`src/agomr_cfg.svh`:
```
// Offsets, field positions, reset values and scale figures of the bank
`ifndef AGOMR_CFG_SVH
`define AGOMR_CFG_SVH

// Word and frame sizes
`define AGOMR_ADDR_W 4
`define AGOMR_WORD_W 10
`define AGOMR_FRAME_BITS 14

// Register addresses
`define AGOMR_ADDR_GAIN_R 4'h0
`define AGOMR_ADDR_GAIN_G 4'h1
`define AGOMR_ADDR_GAIN_B 4'h2
`define AGOMR_ADDR_OFS_R 4'h3
`define AGOMR_ADDR_OFS_G 4'h4
`define AGOMR_ADDR_OFS_B 4'h5
`define AGOMR_ADDR_MODE1 4'h6
`define AGOMR_ADDR_CTRL 4'hf

// Field positions
`define AGOMR_GAIN_MSB 9
`define AGOMR_GAIN_LSB 1
`define AGOMR_COARSE_MSB 9
`define AGOMR_COARSE_LSB 8
`define AGOMR_FINE_MSB 7
`define AGOMR_FINE_LSB 0
`define AGOMR_CTRL_RESET_BIT 9
`define AGOMR_CTRL_READ_BIT 8
`define AGOMR_CTRL_SEL_MSB 3

// Power-on values
`define AGOMR_GAIN_RST 10'h000
`define AGOMR_OFS_RST 10'h000
`define AGOMR_MODE1_RST 10'h008

// Gain spans in thousandths, full-scale code
`define AGOMR_GAIN_BASE_LO 1000
`define AGOMR_GAIN_TOP_LO 5000
`define AGOMR_GAIN_BASE_HI 1500
`define AGOMR_GAIN_TOP_HI 7500
`define AGOMR_GAIN_FULL 511

// Offset steps: coarse in mV, fine in tenths of a mV
`define AGOMR_COARSE_STEP 100
`define AGOMR_FINE_STEP 14

`endif

```
`src/agomr_pkg.sv`:
```
// Types shared by the gain, offset and mode register bank
package agomr_pkg;

    typedef enum logic [2:0] {
        AGOMR_MUX_RGB = 3'h0,
        AGOMR_MUX_R = 3'h1,
        AGOMR_MUX_G = 3'h2,
        AGOMR_MUX_B = 3'h3,
        AGOMR_MUX_RG = 3'h4,
        AGOMR_MUX_GR = 3'h5,
        AGOMR_MUX_GB = 3'h6,
        AGOMR_MUX_BR = 3'h7
    } agomr_mux_e;

    typedef enum logic [2:0] {
        AGOMR_CREF_HIZ = 3'h0,
        AGOMR_CREF_0V0 = 3'h1,
        AGOMR_CREF_1V25 = 3'h2,
        AGOMR_CREF_2V0 = 3'h3,
        AGOMR_CREF_2V6 = 3'h4,
        AGOMR_CREF_2V8 = 3'h5,
        AGOMR_CREF_3V0 = 3'h6,
        AGOMR_CREF_VDD = 3'h7
    } agomr_cref_e;

    typedef enum logic [1:0] {
        AGOMR_SER_IDLE = 2'h0,
        AGOMR_SER_SHIFT = 2'h1,
        AGOMR_SER_END = 2'h3
    } agomr_ser_e;

    // Same bit order as the first mode word
    typedef struct packed {
        agomr_mux_e input_mux_select;
        logic gain_range_select;
        logic line_clamp_enable;
        logic sensor_type_select;
        logic nibble_out;
        agomr_cref_e clamp_ref;
    } agomr_mode_s;

    typedef struct packed {
        logic [8:0] gain_code;
        logic gain_range_select;
        logic [1:0] coarse_offset_field;
        logic [7:0] fine_offset_field;
    } agomr_chan_cfg_s;

    typedef struct packed {
        logic powered;
        logic [8:0] gain_code;
        logic [12:0] gain_milli;
        logic signed [8:0] coarse_mv;
        logic signed [11:0] fine_tenth_mv;
    } agomr_chan_out_s;

endpackage

```
`src/agomr_top.sv`:
```
// Gain, offset and first mode word register bank behind the serial port
`timescale 1ns/1ps
`default_nettype none
`include "agomr_cfg.svh"

// Contract
// - Gain code zero is lowest gain, all ones highest, span per range.
// - Gain field is bits 9 to 1, plain binary; bit 0 ignored.
// - Three offset words, red green blue, each coarse plus fine field.
// - Top two offset bits give coarse offset in 100mV steps, 00 zero.
// - Low eight offset bits give fine offset, 1.4mV steps, reset zero.
// - Positive correction acts against the usual imager offset direction.
// - Three-bit channel select picks one of eight input arrangements.
// - Channels unused by the selected arrangement are powered down.
// - Range bit clear gives 1x to 5x, set gives 1.5x to 7.5x.
// - Line clamp enable gates the external clamp timing input.
// - Sensor bit clear selects CCD, set selects CIS.
// - Width bit clear gives byte output, set nibble; nibble at reset.
// - Three-bit clamp field sets reference level on common negative input.
module agomr_top (
    // Clock and reset
    input wire logic CLOCK,
    input wire logic RSTN,
    // Serial configuration port
    input wire logic SLOAD_N,
    input wire logic SCLK,
    input wire logic SDATA_I,
    output logic SDATA_O,
    output logic SDATA_OE_N,
    // External clamp timing
    input wire logic LINE_CLAMP_TIMING_IN,
    // Per-channel settings, index 0 red, 1 green, 2 blue
    output agomr_pkg::agomr_chan_out_s [2:0] CHAN_OUT,
    output logic [2:0] CHAN_POWER_DOWN,
    // Mode settings
    output agomr_pkg::agomr_mode_s MODE_OUT,
    output logic [1:0] FIRST_CHANNEL,
    output logic [1:0] SECOND_CHANNEL,
    output logic [1:0] ACTIVE_COUNT,
    output logic LINE_CLAMP_GATE,
    output logic CLAMP_REF_HIZ
);
    import agomr_pkg::*;

    // ------------------------------------------------------------
    // Helpers
    // ------------------------------------------------------------
    function automatic logic [2:0] chan_active(input agomr_mux_e m);
        unique case (m)
            AGOMR_MUX_RGB: return 3'h7;
            AGOMR_MUX_R: return 3'h1;
            AGOMR_MUX_G: return 3'h2;
            AGOMR_MUX_B: return 3'h4;
            AGOMR_MUX_RG, AGOMR_MUX_GR: return 3'h3;
            AGOMR_MUX_GB: return 3'h6;
            AGOMR_MUX_BR: return 3'h5;
        endcase
    endfunction

    // First channel, second channel, count of channels in use
    function automatic logic [5:0] chan_order(input agomr_mux_e m);
        unique case (m)
            AGOMR_MUX_RGB: return {2'h0, 2'h1, 2'h3};
            AGOMR_MUX_R: return {2'h0, 2'h0, 2'h1};
            AGOMR_MUX_G: return {2'h1, 2'h1, 2'h1};
            AGOMR_MUX_B: return {2'h2, 2'h2, 2'h1};
            AGOMR_MUX_RG: return {2'h0, 2'h1, 2'h2};
            AGOMR_MUX_GR: return {2'h1, 2'h0, 2'h2};
            AGOMR_MUX_GB: return {2'h1, 2'h2, 2'h2};
            AGOMR_MUX_BR: return {2'h2, 2'h0, 2'h2};
        endcase
    endfunction

    // ------------------------------------------------------------
    // Pin synchronisers
    // ------------------------------------------------------------
    logic sload_n_s;
    logic sclk_s;
    logic sdata_s;
    logic lclamp_s;

    agomr_pin_sync #(
        .W(4),
        .RST_VAL(4'h8)
    ) u_sync (
        .CLOCK(CLOCK),
        .RSTN(RSTN),
        .async_in({SLOAD_N, SCLK, SDATA_I, LINE_CLAMP_TIMING_IN}),
        .sync_out({sload_n_s, sclk_s, sdata_s, lclamp_s})
    );

    // ------------------------------------------------------------
    // Serial frame engine
    // ------------------------------------------------------------
    agomr_ser_e state_q;
    logic sclk_prev_q;
    logic [4:0] bit_cnt_q;
    logic [`AGOMR_FRAME_BITS-1:0] in_sh_q;
    logic sclk_rise;
    logic commit;
    logic [`AGOMR_ADDR_W-1:0] wr_addr;
    logic [`AGOMR_WORD_W-1:0] wr_data;
    logic rd_frame_q;

    assign sclk_rise = sclk_s & ~sclk_prev_q;
    // Read frames never write; short or long frames are dropped
    assign commit = (state_q == AGOMR_SER_END) && !rd_frame_q &&
                    (bit_cnt_q == 5'(`AGOMR_FRAME_BITS));
    assign wr_addr = in_sh_q[`AGOMR_FRAME_BITS-1:`AGOMR_WORD_W];
    assign wr_data = in_sh_q[`AGOMR_WORD_W-1:0];

    always_ff @(posedge CLOCK or negedge RSTN)
    begin
        if (!RSTN)
        begin
            sclk_prev_q <= 1'b0;
        end
        else
        begin
            sclk_prev_q <= sclk_s;
        end
    end

    always_ff @(posedge CLOCK or negedge RSTN)
    begin
        if (!RSTN)
        begin
            state_q <= AGOMR_SER_IDLE;
        end
        else
        begin
            unique case (state_q)
                AGOMR_SER_IDLE:
                    if (!sload_n_s)
                        state_q <= AGOMR_SER_SHIFT;
                AGOMR_SER_SHIFT:
                    if (sload_n_s)
                        state_q <= AGOMR_SER_END;
                AGOMR_SER_END:
                    state_q <= AGOMR_SER_IDLE;
                default:
                    state_q <= AGOMR_SER_IDLE;
            endcase
        end
    end

    // Count saturates one past a full frame so long frames stay dropped
    always_ff @(posedge CLOCK or negedge RSTN)
    begin
        if (!RSTN)
        begin
            bit_cnt_q <= '0;
            in_sh_q <= '0;
        end
        else if (state_q == AGOMR_SER_IDLE)
        begin
            bit_cnt_q <= '0;
        end
        else if (state_q == AGOMR_SER_SHIFT && sclk_rise)
        begin
            in_sh_q <= {in_sh_q[`AGOMR_FRAME_BITS-2:0], sdata_s};
            if (bit_cnt_q <= 5'(`AGOMR_FRAME_BITS))
                bit_cnt_q <= bit_cnt_q + 5'h1;
        end
    end

    // ------------------------------------------------------------
    // Register file
    // ------------------------------------------------------------
    logic [`AGOMR_WORD_W-1:0] gain_q [3];
    logic [`AGOMR_WORD_W-1:0] ofs_q [3];
    logic [`AGOMR_WORD_W-1:0] mode1_q;
    logic soft_rst;
    logic rd_req;

    assign soft_rst = commit && wr_addr == `AGOMR_ADDR_CTRL &&
                      wr_data[`AGOMR_CTRL_RESET_BIT];
    assign rd_req = commit && wr_addr == `AGOMR_ADDR_CTRL &&
                    wr_data[`AGOMR_CTRL_READ_BIT];

    // Whole word kept, so bit 0 reads back but never reaches gain
    always_ff @(posedge CLOCK or negedge RSTN)
    begin
        if (!RSTN)
        begin
            for (int i = 0; i < 3; i++)
                gain_q[i] <= `AGOMR_GAIN_RST;
        end
        else
        begin
            for (int i = 0; i < 3; i++)
                if (soft_rst)
                    gain_q[i] <= `AGOMR_GAIN_RST;
                else if (commit && wr_addr == `AGOMR_ADDR_GAIN_R + 4'(i))
                    gain_q[i] <= wr_data;
        end
    end

    always_ff @(posedge CLOCK or negedge RSTN)
    begin
        if (!RSTN)
        begin
            for (int i = 0; i < 3; i++)
                ofs_q[i] <= `AGOMR_OFS_RST;
        end
        else
        begin
            for (int i = 0; i < 3; i++)
                if (soft_rst)
                    ofs_q[i] <= `AGOMR_OFS_RST;
                else if (commit && wr_addr == `AGOMR_ADDR_OFS_R + 4'(i))
                    ofs_q[i] <= wr_data;
        end
    end

    // Reset value has nibble output and all else clear
    always_ff @(posedge CLOCK or negedge RSTN)
    begin
        if (!RSTN)
            mode1_q <= `AGOMR_MODE1_RST;
        else if (soft_rst)
            mode1_q <= `AGOMR_MODE1_RST;
        else if (commit && wr_addr == `AGOMR_ADDR_MODE1)
            mode1_q <= wr_data;
    end

    // ------------------------------------------------------------
    // Readback: request frame, then the next frame shifts the word out
    // ------------------------------------------------------------
    logic rd_pend_q;
    logic [`AGOMR_ADDR_W-1:0] rd_sel_q;
    logic [`AGOMR_WORD_W-1:0] out_sh_q;
    logic [`AGOMR_WORD_W-1:0] rd_word;

    always_comb
    begin
        rd_word = '0;
        if (rd_sel_q <= `AGOMR_ADDR_GAIN_B)
            rd_word = gain_q[2'(rd_sel_q)];
        else if (rd_sel_q <= `AGOMR_ADDR_OFS_B)
            rd_word = ofs_q[2'(rd_sel_q - `AGOMR_ADDR_OFS_R)];
        else if (rd_sel_q == `AGOMR_ADDR_MODE1)
            rd_word = mode1_q;
    end

    always_ff @(posedge CLOCK or negedge RSTN)
    begin
        if (!RSTN)
        begin
            rd_pend_q <= 1'b0;
            rd_sel_q <= '0;
        end
        else if (rd_req)
        begin
            rd_pend_q <= 1'b1;
            rd_sel_q <= wr_data[`AGOMR_CTRL_SEL_MSB:0];
        end
        else if (soft_rst || (state_q == AGOMR_SER_END && rd_frame_q))
        begin
            rd_pend_q <= 1'b0;
        end
    end

    always_ff @(posedge CLOCK or negedge RSTN)
    begin
        if (!RSTN)
        begin
            rd_frame_q <= 1'b0;
            out_sh_q <= '0;
        end
        else if (state_q == AGOMR_SER_IDLE && !sload_n_s)
        begin
            rd_frame_q <= rd_pend_q;
            out_sh_q <= rd_word;
        end
        else if (state_q == AGOMR_SER_SHIFT && sclk_rise)
        begin
            out_sh_q <= {out_sh_q[`AGOMR_WORD_W-2:0], 1'b0};
        end
        else if (state_q == AGOMR_SER_END)
        begin
            rd_frame_q <= 1'b0;
        end
    end

    always_ff @(posedge CLOCK or negedge RSTN)
    begin
        if (!RSTN)
        begin
            SDATA_O <= 1'b0;
            SDATA_OE_N <= 1'b1;
        end
        else
        begin
            SDATA_O <= out_sh_q[`AGOMR_WORD_W-1];
            SDATA_OE_N <= !(rd_frame_q && state_q == AGOMR_SER_SHIFT);
        end
    end

    // ------------------------------------------------------------
    // Mode decode
    // ------------------------------------------------------------
    agomr_mode_s mode;
    logic [2:0] active;

    assign mode = agomr_mode_s'(mode1_q);
    assign active = chan_active(mode.input_mux_select);

    always_ff @(posedge CLOCK or negedge RSTN)
    begin
        if (!RSTN)
        begin
            MODE_OUT <= agomr_mode_s'(`AGOMR_MODE1_RST);
            CHAN_POWER_DOWN <= 3'h0;
            {FIRST_CHANNEL, SECOND_CHANNEL, ACTIVE_COUNT} <= 6'h07;
            CLAMP_REF_HIZ <= 1'b1;
        end
        else
        begin
            MODE_OUT <= mode;
            CHAN_POWER_DOWN <= ~active;
            {FIRST_CHANNEL, SECOND_CHANNEL, ACTIVE_COUNT} <=
                chan_order(mode.input_mux_select);
            // Lets the system drive its own reference
            CLAMP_REF_HIZ <= mode.clamp_ref == AGOMR_CREF_HIZ;
        end
    end

    always_ff @(posedge CLOCK or negedge RSTN)
    begin
        if (!RSTN)
            LINE_CLAMP_GATE <= 1'b0;
        else
            LINE_CLAMP_GATE <= mode.line_clamp_enable & lclamp_s;
    end

    // ------------------------------------------------------------
    // Channel decoders
    // ------------------------------------------------------------
    for (genvar c = 0; c < 3; c++)
    begin : g_chan
        agomr_chan_cfg_s cfg;
        assign cfg.gain_code = gain_q[c][`AGOMR_GAIN_MSB:`AGOMR_GAIN_LSB];
        assign cfg.gain_range_select = mode.gain_range_select;
        assign cfg.coarse_offset_field =
            ofs_q[c][`AGOMR_COARSE_MSB:`AGOMR_COARSE_LSB];
        assign cfg.fine_offset_field =
            ofs_q[c][`AGOMR_FINE_MSB:`AGOMR_FINE_LSB];

        agomr_chan_decode u_dec (
            .CLOCK(CLOCK),
            .RSTN(RSTN),
            .cfg(cfg),
            .active(active[c]),
            .dec(CHAN_OUT[c])
        );
    end

endmodule // agomr_top

`default_nettype wire

```
`src/agomr_pin_sync.sv`:
```
// Two-flop synchroniser for pins that arrive from outside the clock domain
`timescale 1ns/1ps
`default_nettype none

module agomr_pin_sync #(
    parameter int W = 1,
    parameter logic [W-1:0] RST_VAL = '0
) (
    // Clock and reset
    input wire logic CLOCK,
    input wire logic RSTN,
    // Pins in, synchronised levels out
    input wire logic [W-1:0] async_in,
    output logic [W-1:0] sync_out
);

    logic [W-1:0] meta_q;

    // First stage feeds only the second
    always_ff @(posedge CLOCK or negedge RSTN)
    begin
        if (!RSTN)
        begin
            meta_q <= RST_VAL;
            sync_out <= RST_VAL;
        end
        else
        begin
            meta_q <= async_in;
            sync_out <= meta_q;
        end
    end

endmodule // agomr_pin_sync

`default_nettype wire

```
`src/agomr_chan_decode.sv`:
```
// Per-channel decode of gain and offset words into scaled settings
`timescale 1ns/1ps
`default_nettype none
`include "agomr_cfg.svh"

module agomr_chan_decode (
    // Clock and reset
    input wire logic CLOCK,
    input wire logic RSTN,
    // Raw settings
    input wire agomr_pkg::agomr_chan_cfg_s cfg,
    input wire logic active,
    // Decoded settings
    output agomr_pkg::agomr_chan_out_s dec
);
    import agomr_pkg::*;

    // Linear from base at code 0 to top at all-ones
    function automatic logic [12:0] gain_milli(input logic [8:0] code,
                                              input logic hi);
        logic [22:0] prod;
        logic [12:0] base;
        logic [12:0] span;
        base = hi ? 13'(`AGOMR_GAIN_BASE_HI) : 13'(`AGOMR_GAIN_BASE_LO);
        span = hi ? 13'(`AGOMR_GAIN_TOP_HI - `AGOMR_GAIN_BASE_HI)
                  : 13'(`AGOMR_GAIN_TOP_LO - `AGOMR_GAIN_BASE_LO);
        prod = 23'(code) * 23'(span);
        return base + 13'(prod / 23'(`AGOMR_GAIN_FULL));
    endfunction

    function automatic logic signed [8:0] coarse_mv(input logic [1:0] c);
        unique case (c)
            2'h0: return 9'sd0;
            2'h1: return -9'(`AGOMR_COARSE_STEP);
            2'h2: return 9'(`AGOMR_COARSE_STEP);
            2'h3: return 9'(2 * `AGOMR_COARSE_STEP);
        endcase
    endfunction

    // Sign and magnitude: both zero codes give no offset
    function automatic logic signed [11:0] fine_tmv(input logic [7:0] f);
        logic [11:0] mag;
        mag = 12'(f[6:0]) * 12'(`AGOMR_FINE_STEP);
        return f[7] ? -$signed(mag) : $signed(mag);
    endfunction

    always_ff @(posedge CLOCK or negedge RSTN)
    begin
        if (!RSTN)
        begin
            dec <= '0;
        end
        else
        begin
            dec.powered <= active;
            dec.gain_code <= cfg.gain_code;
            dec.gain_milli <= gain_milli(cfg.gain_code,
                                         cfg.gain_range_select);
            // Positive values oppose the usual imager offset
            dec.coarse_mv <= coarse_mv(cfg.coarse_offset_field);
            dec.fine_tenth_mv <= fine_tmv(cfg.fine_offset_field);
        end
    end

endmodule // agomr_chan_decode

`default_nettype wire

```
`config.mk`:
```
export PLATFORM = sky130hd
export DESIGN_NAME = agomr_top
export DESIGN_NICKNAME = d
export VERILOG_FILES = /design/src/agomr_pkg.sv /design/src/agomr_top.sv /design/src/agomr_pin_sync.sv /design/src/agomr_chan_decode.sv
export VERILOG_INCLUDE_DIRS = /design/src /design/src/src
export SDC_FILE = /design/constraint.sdc
export NUM_CORES = 1
export LEC_CHECK = 0
export BUFFER_PORTS_ARGS = -buffer_cell sky130_fd_sc_hd__buf_4
export CORE_UTILIZATION = 58
export CTS_BUF_LIST = sky130_fd_sc_hd__clkbuf_16
export DETAILED_ROUTE_END_ITERATION = 10
export MAX_ROUTING_LAYER = met4
export PLACE_DENSITY_LB_ADDON = 0.25
export SKIP_CTS_REPAIR_TIMING = 1
export SLEW_MARGIN = 30
export SYNTH_ARGS = -nofsm -noshare
export SYNTH_HDL_FRONTEND = slang
export SYNTH_SLANG_ARGS = --single-unit
```
`constraint.sdc`:
```
create_clock -name CLOCK -period 16.5 [get_ports CLOCK]
set_input_delay 2.475 -clock CLOCK [delete_from_list [all_inputs] [get_ports CLOCK]]
set_output_delay 2.475 -clock CLOCK [all_outputs]
set_load 0.02 [all_outputs]
```
Word level (Yosys, flattened, before mapping)
Memories as Yosys holds them, arrays and structs flattened. A register that Yosys moved wholly into a read port is not among the register bits. Cells that the tools add are included.

Bits in registers: 265. ROM bits: 72. Output and inout port bits: 155. Word-level logic and storage cells: 184. Memories: 2.

Memory list: (no name shown) (depth 8, bits a word 6, rd ports 1, clocked after memory_dff 1, write ports 0, RTL line agomr_top.sv:62) `unique case (m)`; (no name shown) (depth 8, bits a word 3, rd ports 1, clocked after memory_dff 0, write ports 0, RTL line agomr_top.sv:49) `unique case (m)`.

Add/subtract/negate cells: 8. Multipliers: 6. Divide/modulo/power cells: 3. Magnitude comparators: 5. Eq/ne operators: 23. Muxes and demuxes: 44. Bitwise operators: 7. Reduce and logical (&&, ||, !) cells: 43.

Operators with widths (count): 10-bit two-way mux (23); 9-bit one-hot mux with 4 select lines (3); 22-bit by 9-bit divider with 23-bit output, second input constant (3); 9-bit by 13-bit multiplier with 22-bit output (3); 10-bit binary-select mux with 2-bit select (2); 12-bit two-way mux (3); 11-bit negation with 12-bit output (3); 7-bit by 3-bit multiplier with 10-bit output, second input constant (3); 11-bit by 13-bit adder with 13-bit output (2); 2-bit nonzero test (12); 4-bit by 3-bit equality test with 1-bit output, second input constant (4); 1-bit logical AND (16); 5-bit two-way mux (3); 2-bit equality test, second input constant (7); 13-bit adder (1); 13-bit two-way mux (1); 11-bit two-way mux (1); 2-bit by 1-bit equality test with 1-bit output, second input constant (4); 4-bit by 2-bit equality test with 1-bit output, second input constant (2); 2-bit zero test (4); 2-bit AND reduction (4); 3-bit greater-or-equal comparator, second input constant (2); 2-bit inverter with 3-bit output (2); 5-bit by 1-bit adder with 5-bit output, second input constant (1); other kinds (19) (30).

Logic depth before layout (Yosys ltp)
Depth in word-level cells: 8. Gate-level depth with buffers: 62.

Cells and area by module
A second synthesis with hierarchy kept.

Cells, all modules: 3234. Area, all modules: 28878.9 µm².

By module, submodules not included: agomr_chan_decode (g_chan[1].u_dec ...) (instances 2, cells an instance 889, area an instance 7549.7 µm²); agomr_chan_decode (g_chan[0].u_dec) (instances 1, cells an instance 901, area an instance 7586.0 µm²); agomr_top (instances 1, cells an instance 547, area an instance 5990.7 µm²); agomr_pin_sync (instances 1, cells an instance 8, area an instance 202.7 µm²).

Worst setup path before layout
Ideal clock, no wire load.

Path kind: register -> register. Start: reg mode1_q[6] (netlist: mode[6]). End: reg g_chan[0].u_dec.dec[33] (netlist bit). Library setup time: 79 ps. Arrival: 13646 ps. Required time: 16421 ps. Slack: 2774 ps. Cell stages (with the launch flop): 57. Period minus slack after synthesis: 13726 ps. Path through: dfrtp_1 -> clkbuf_1 -> inv_1 -> buf_1 -> nand2_1 -> inv_1 -> fa_1 -> fa_1 -> inv_1 -> fa_1 -> fa_1 -> inv_1 -> ha_1 -> buf_2 -> o21a_1 -> a211o_1 -> a21boi_1 -> nor2_1 -> [... 21 more ...] -> ha_1 -> clkbuf_1 -> xnor2_1 -> ha_1 -> o21a_1 -> nand2_1 -> ha_1 -> inv_1 -> ha_1 -> nor2b_1 -> o21ai_0 -> nand2b_1 -> nor2_1 -> nand2_1 -> o21a_1 -> o21a_1 -> o21ai_0 -> xor2_1.

Cells in the longest elaborated chain, start to end: 4.

RTL lines: from (decl) (RTL line agomr_top.sv:172) `` logic [`AGOMR_WORD_W-1:0] mode1_q; ``; from (signal assigned) (RTL line agomr_top.sv:220) `` mode1_q <= `AGOMR_MODE1_RST; ``; from (signal assigned) (RTL line agomr_top.sv:222) `` mode1_q <= `AGOMR_MODE1_RST; ``; from (signal assigned) (RTL line agomr_top.sv:224) `mode1_q <= wr_data;`; 13-bit two-way mux (RTL line agomr_chan_decode.sv:25) `` span = hi ? 13'(`AGOMR_GAIN_TOP_HI - `AGOMR_GAIN_BASE_HI) ``; 9-bit by 13-bit multiplier with 22-bit output (RTL line agomr_chan_decode.sv:27) `prod = 23'(code) * 23'(span);`; 22-bit by 9-bit divider with 23-bit output (RTL line agomr_chan_decode.sv:28) `` return base + 13'(prod / 23'(`AGOMR_GAIN_FULL)); ``; 13-bit adder (*) (RTL line agomr_chan_decode.sv:28); to (decl) (RTL line agomr_chan_decode.sv:14) `output agomr_pkg::agomr_chan_out_s dec`.

Mark *: on every way between the ends. The rest lies on a longest branch, timed or not. A chain may end at the register's enable or synchronous reset.

Worst setup path after layout
Same ends and word-level chain as after synthesis.

==> results.sh <==
export IMPL_status="finished with violations"
export IMPL_violations="design-rule violations"
export IMPL_postRouteAntennaNets=0
export IMPL_rsz0062_at_grt="no"
export IMPL_slowest_delay_ns=0.59
export IMPL_io_pins=161
export IMPL_drc=28
export IMPL_grt_overflow_total=0
export IMPL_fin_setup_tns_ns=0
export IMPL_hp_class="flop to flop"
export IMPL_start_kind="flop"
export IMPL_cts_sinks=256
export IMPL_hold_violations=0
export IMPL_cts_buffers=30
export IMPL_initial_core_util_pct=58.93
export IMPL_clk_path_buf_depth=3
export IMPL_cp_max_fo=20
export IMPL_power_density_mw_per_mm2=48.82
export IMPL_min_period_ns=15.25
export IMPL_layout_drive_gt1_share_pct=10.66
export IMPL_ys_seq_elements=256
export IMPL_grt_pass1_vias=23527
export IMPL_die_h_um=219.7
export IMPL_synthFlopType="dfrtp_1"
export IMPL_syn_instance_count=3166
export IMPL_dp_hpwl_mm=53.92
export IMPL_wl_per_cell_um=17.97
export IMPL_rr_worst_depth=53
export IMPL_p_comb_share_pct=7.8
export IMPL_period_share_pct=92.42
export IMPL_slew_viol_final=0
export IMPL_yosysWarningCount=0
export IMPL_p_switching_mw=0.4067
export IMPL_synth_yosys_seq_area_share_pct=23.34
export IMPL_r2r_slack_ns=1.25
export IMPL_power_share_switching_pct=27.77
export IMPL_worstMarginPinSlew_ns=0.9254
export IMPL_r2r_end="g_chan[0].u_dec.dec[33]"
export IMPL_gp_congestion=0.9930
export IMPL_layout_common_cells="inv_1 (334), nor2_1 (255), dfrtp_1 (246)"
export IMPL_syn_area_mm2=0.02749
export IMPL_final_nets=3610
export IMPL_die_width_um=219.7
export IMPL_syn_to_final_growth_pct=9.121
export IMPL_critPathKind="flop to flop"
export IMPL_irDropWorstVdd_uv=75.32
export IMPL_cp_arrival_ns=15.74
export IMPL_p_clk_share_pct=44.2
export IMPL_slew_headroom_pct=36.71
export IMPL_crit_top_cell="ha_1"
export IMPL_wl_mm=69.75
export IMPL_grt_antenna_before_repair=0
export IMPL_leakagePower_nw=14.74
export IMPL_vias_per_cell=6.183
export IMPL_total_power_mw=1.464
export IMPL_num_vias=23996
export IMPL_seqPwrFrac_pct=48.0
export IMPL_synth_edf_count=0
export IMPL_ys_types=127
export IMPL_min_from="u_sync.meta_q[2]"
export IMPL_skew_ns=0.05766
export IMPL_core_rowCount=79
export IMPL_final_common_cell="inv_1"
export IMPL_max_freq_mhz=65.58
export IMPL_cp_slowest_cell="nor4_2"
export IMPL_worstSkewPairLatency_ns=0.62
export IMPL_end_kind="flop"
export IMPL_track_usage_pct=30.09
export IMPL_die_area_mm2=0.04827
export IMPL_cp_required_ns=16.99
export IMPL_n_antenna_cell=0
export IMPL_drt_pass1_iter_count=9
export IMPL_syn_area_per_cell_um2=8.683
export IMPL_clk_pin_slew_ns=0.06
export IMPL_portBuffers=151
export IMPL_htreeDepth=1
export IMPL_reg2reg_from="mode[6]"
export IMPL_cts_root_buffer="clkbuf_16"
export IMPL_hold_path_depth=0
export IMPL_hold_end="u_sync.sync_out[2]"
export IMPL_p_int_mw=1.058
export IMPL_drv_cap=0
export IMPL_grt_max_degree=95
export IMPL_synthArstFlopShare_pct=100.0
export IMPL_drtIter0Drc=1782
export IMPL_final_setup_viol_count=0
export IMPL_cts_tree="yes"
export IMPL_core_area_mm2=0.04665
export IMPL_grt_pass1_wl_mm=116.4
cells in the mapped netlist (all sizes together) (36+ instances only):
cell | number | area share, %
mux2 | 36 | 1.5
xor2 | 47 | 1.6
buf | 43 | 0.90
a21o | 43 | 1.2
nand3 | 104 | 1.9
ha | 197 | 9.0
xnor2 | 113 | 3.6
and2 | 43 | 0.98
nand2 | 244 | 3.3
nor3 | 88 | 1.6
a21oi | 138 | 2.5
o211ai | 37 | 1.0
a211oi | 46 | 1.4
inv | 332 | 4.5
o21ai | 147 | 2.7
clkbuf | 81 | 1.1
fa | 156 | 11
dfrtp | 247 | 22
nor2 | 257 | 3.5
mux2i | 115 | 4.2
per-layer routing:
metal  up-vias  global-route usage [%]  routed length, um
li1      11404                       -                  -
met1     11690                   39.55              30910
met2       756                   49.50              33080
met3       146                   2.705               3897
met4         0                   8.920               1866
met5         -                       -                  0
state kept, by name, indices dropped and copies added (netlist names), 2 cells and up:
| signal | cells |
|---|---|
| state_q | 2 |
| g_chan.u_dec.dec | 117 |
| bit_cnt_q | 5 |
| ACTIVE_COUNT | 2 |
| u_sync.sync_out | 4 |
| in_sh_q | 14 |
| gain_q | 3 |
| out_sh_q | 10 |
| g_chan.cfg | 57 |
| mode | 10 |
| MODE_OUT | 10 |
| FIRST_CHANNEL | 2 |
| u_sync.meta_q | 4 |
| SECOND_CHANNEL | 2 |
| CHAN_POWER_DOWN | 3 |
| rd_sel_q | 4 |
worst max-delay path: cells and delay by family (launching register included):
| kind | cells | cell delay, ns |
|---|---|---|
| AO/OA/AOI/OAI | 19 | 5.33 |
| AND/OR/NAND/NOR | 15 | 3.47 |
| adder cells (fa/ha/maj) | 9 | 3.31 |
| buffers and inverters | 5 | 0.92 |
| XOR/XNOR | 3 | 0.90 |
| multiplexers | 2 | 0.80 |
| flip-flops | 1 | 0.39 |
how the worst max path moves through the flow:
stage | cells after the start | start | slack (ns) | to
after floorplan | 56 | mode[6] | 2.77 | g_chan[0].u_dec.dec[33]
after global placement | 53 | mode[6] | 1.36 | g_chan[0].u_dec.dec[33]
after detailed placement | 52 | mode[6] | 0.93 | g_chan[0].u_dec.dec[33]
after CTS | 53 | mode[6] | 0.85 | g_chan[0].u_dec.dec[33]
after global routing | 52 | mode[6] | 0.03 | g_chan[0].u_dec.dec[33]
final | 53 | mode[6] | 1.25 | g_chan[0].u_dec.dec[33]
per-stage QoR:
stage	worst slack [ns]	hold slack [ns]	utilization, %	std cells	instance area (um2)
3_3_place_gp	1.357	0.3350	62.14	3826	28990
4_1_cts	0.8534	0.3468	64.22	3881	29960
5_1_grt	0.03252	0.3472	64.30	3881	30000
6_report	1.250	0.3438	64.30	3881	30000
3_5_place_dp	0.9258	0.3355	62.17	3826	29010
2_1_floorplan	2.774	0.3312	-	3182	27550
area by class of cell:
cell class,instances,area (um2)
tap,607,759.5
multi-input combinational,2470,19400
fill,3964,16660
sequential,256,6419
clock inverter,25,203.9
timing repair buffer,161,1220
clock buffer,30,750.7
inverter,332,1250
cells by family after synthesis:
family / synth area share (%)
xor gates and xnor gates: 5.411
buffers and inverters: 6.549
muxes: 5.675
AOI/OAI and AO/OA: 19.83
adders and majority gates: 20.44
other: 0.02732
and+or+nand+nor: 18.73
DFF: 23.34
power groups by stage:
stage / logic (mW) / clock network (mW) / registers [mW]
after floorplan: 0.0958 / 0 / 0.673
after global placement: 0.110 / 0 / 0.710
after detailed placement: 0.114 / 0 / 0.713
after CTS: 0.115 / 0.659 / 0.701
after global routing: 0.127 / 0.687 / 0.705
final: 0.114 / 0.647 / 0.703
Power figures use the tool's default switching activity.
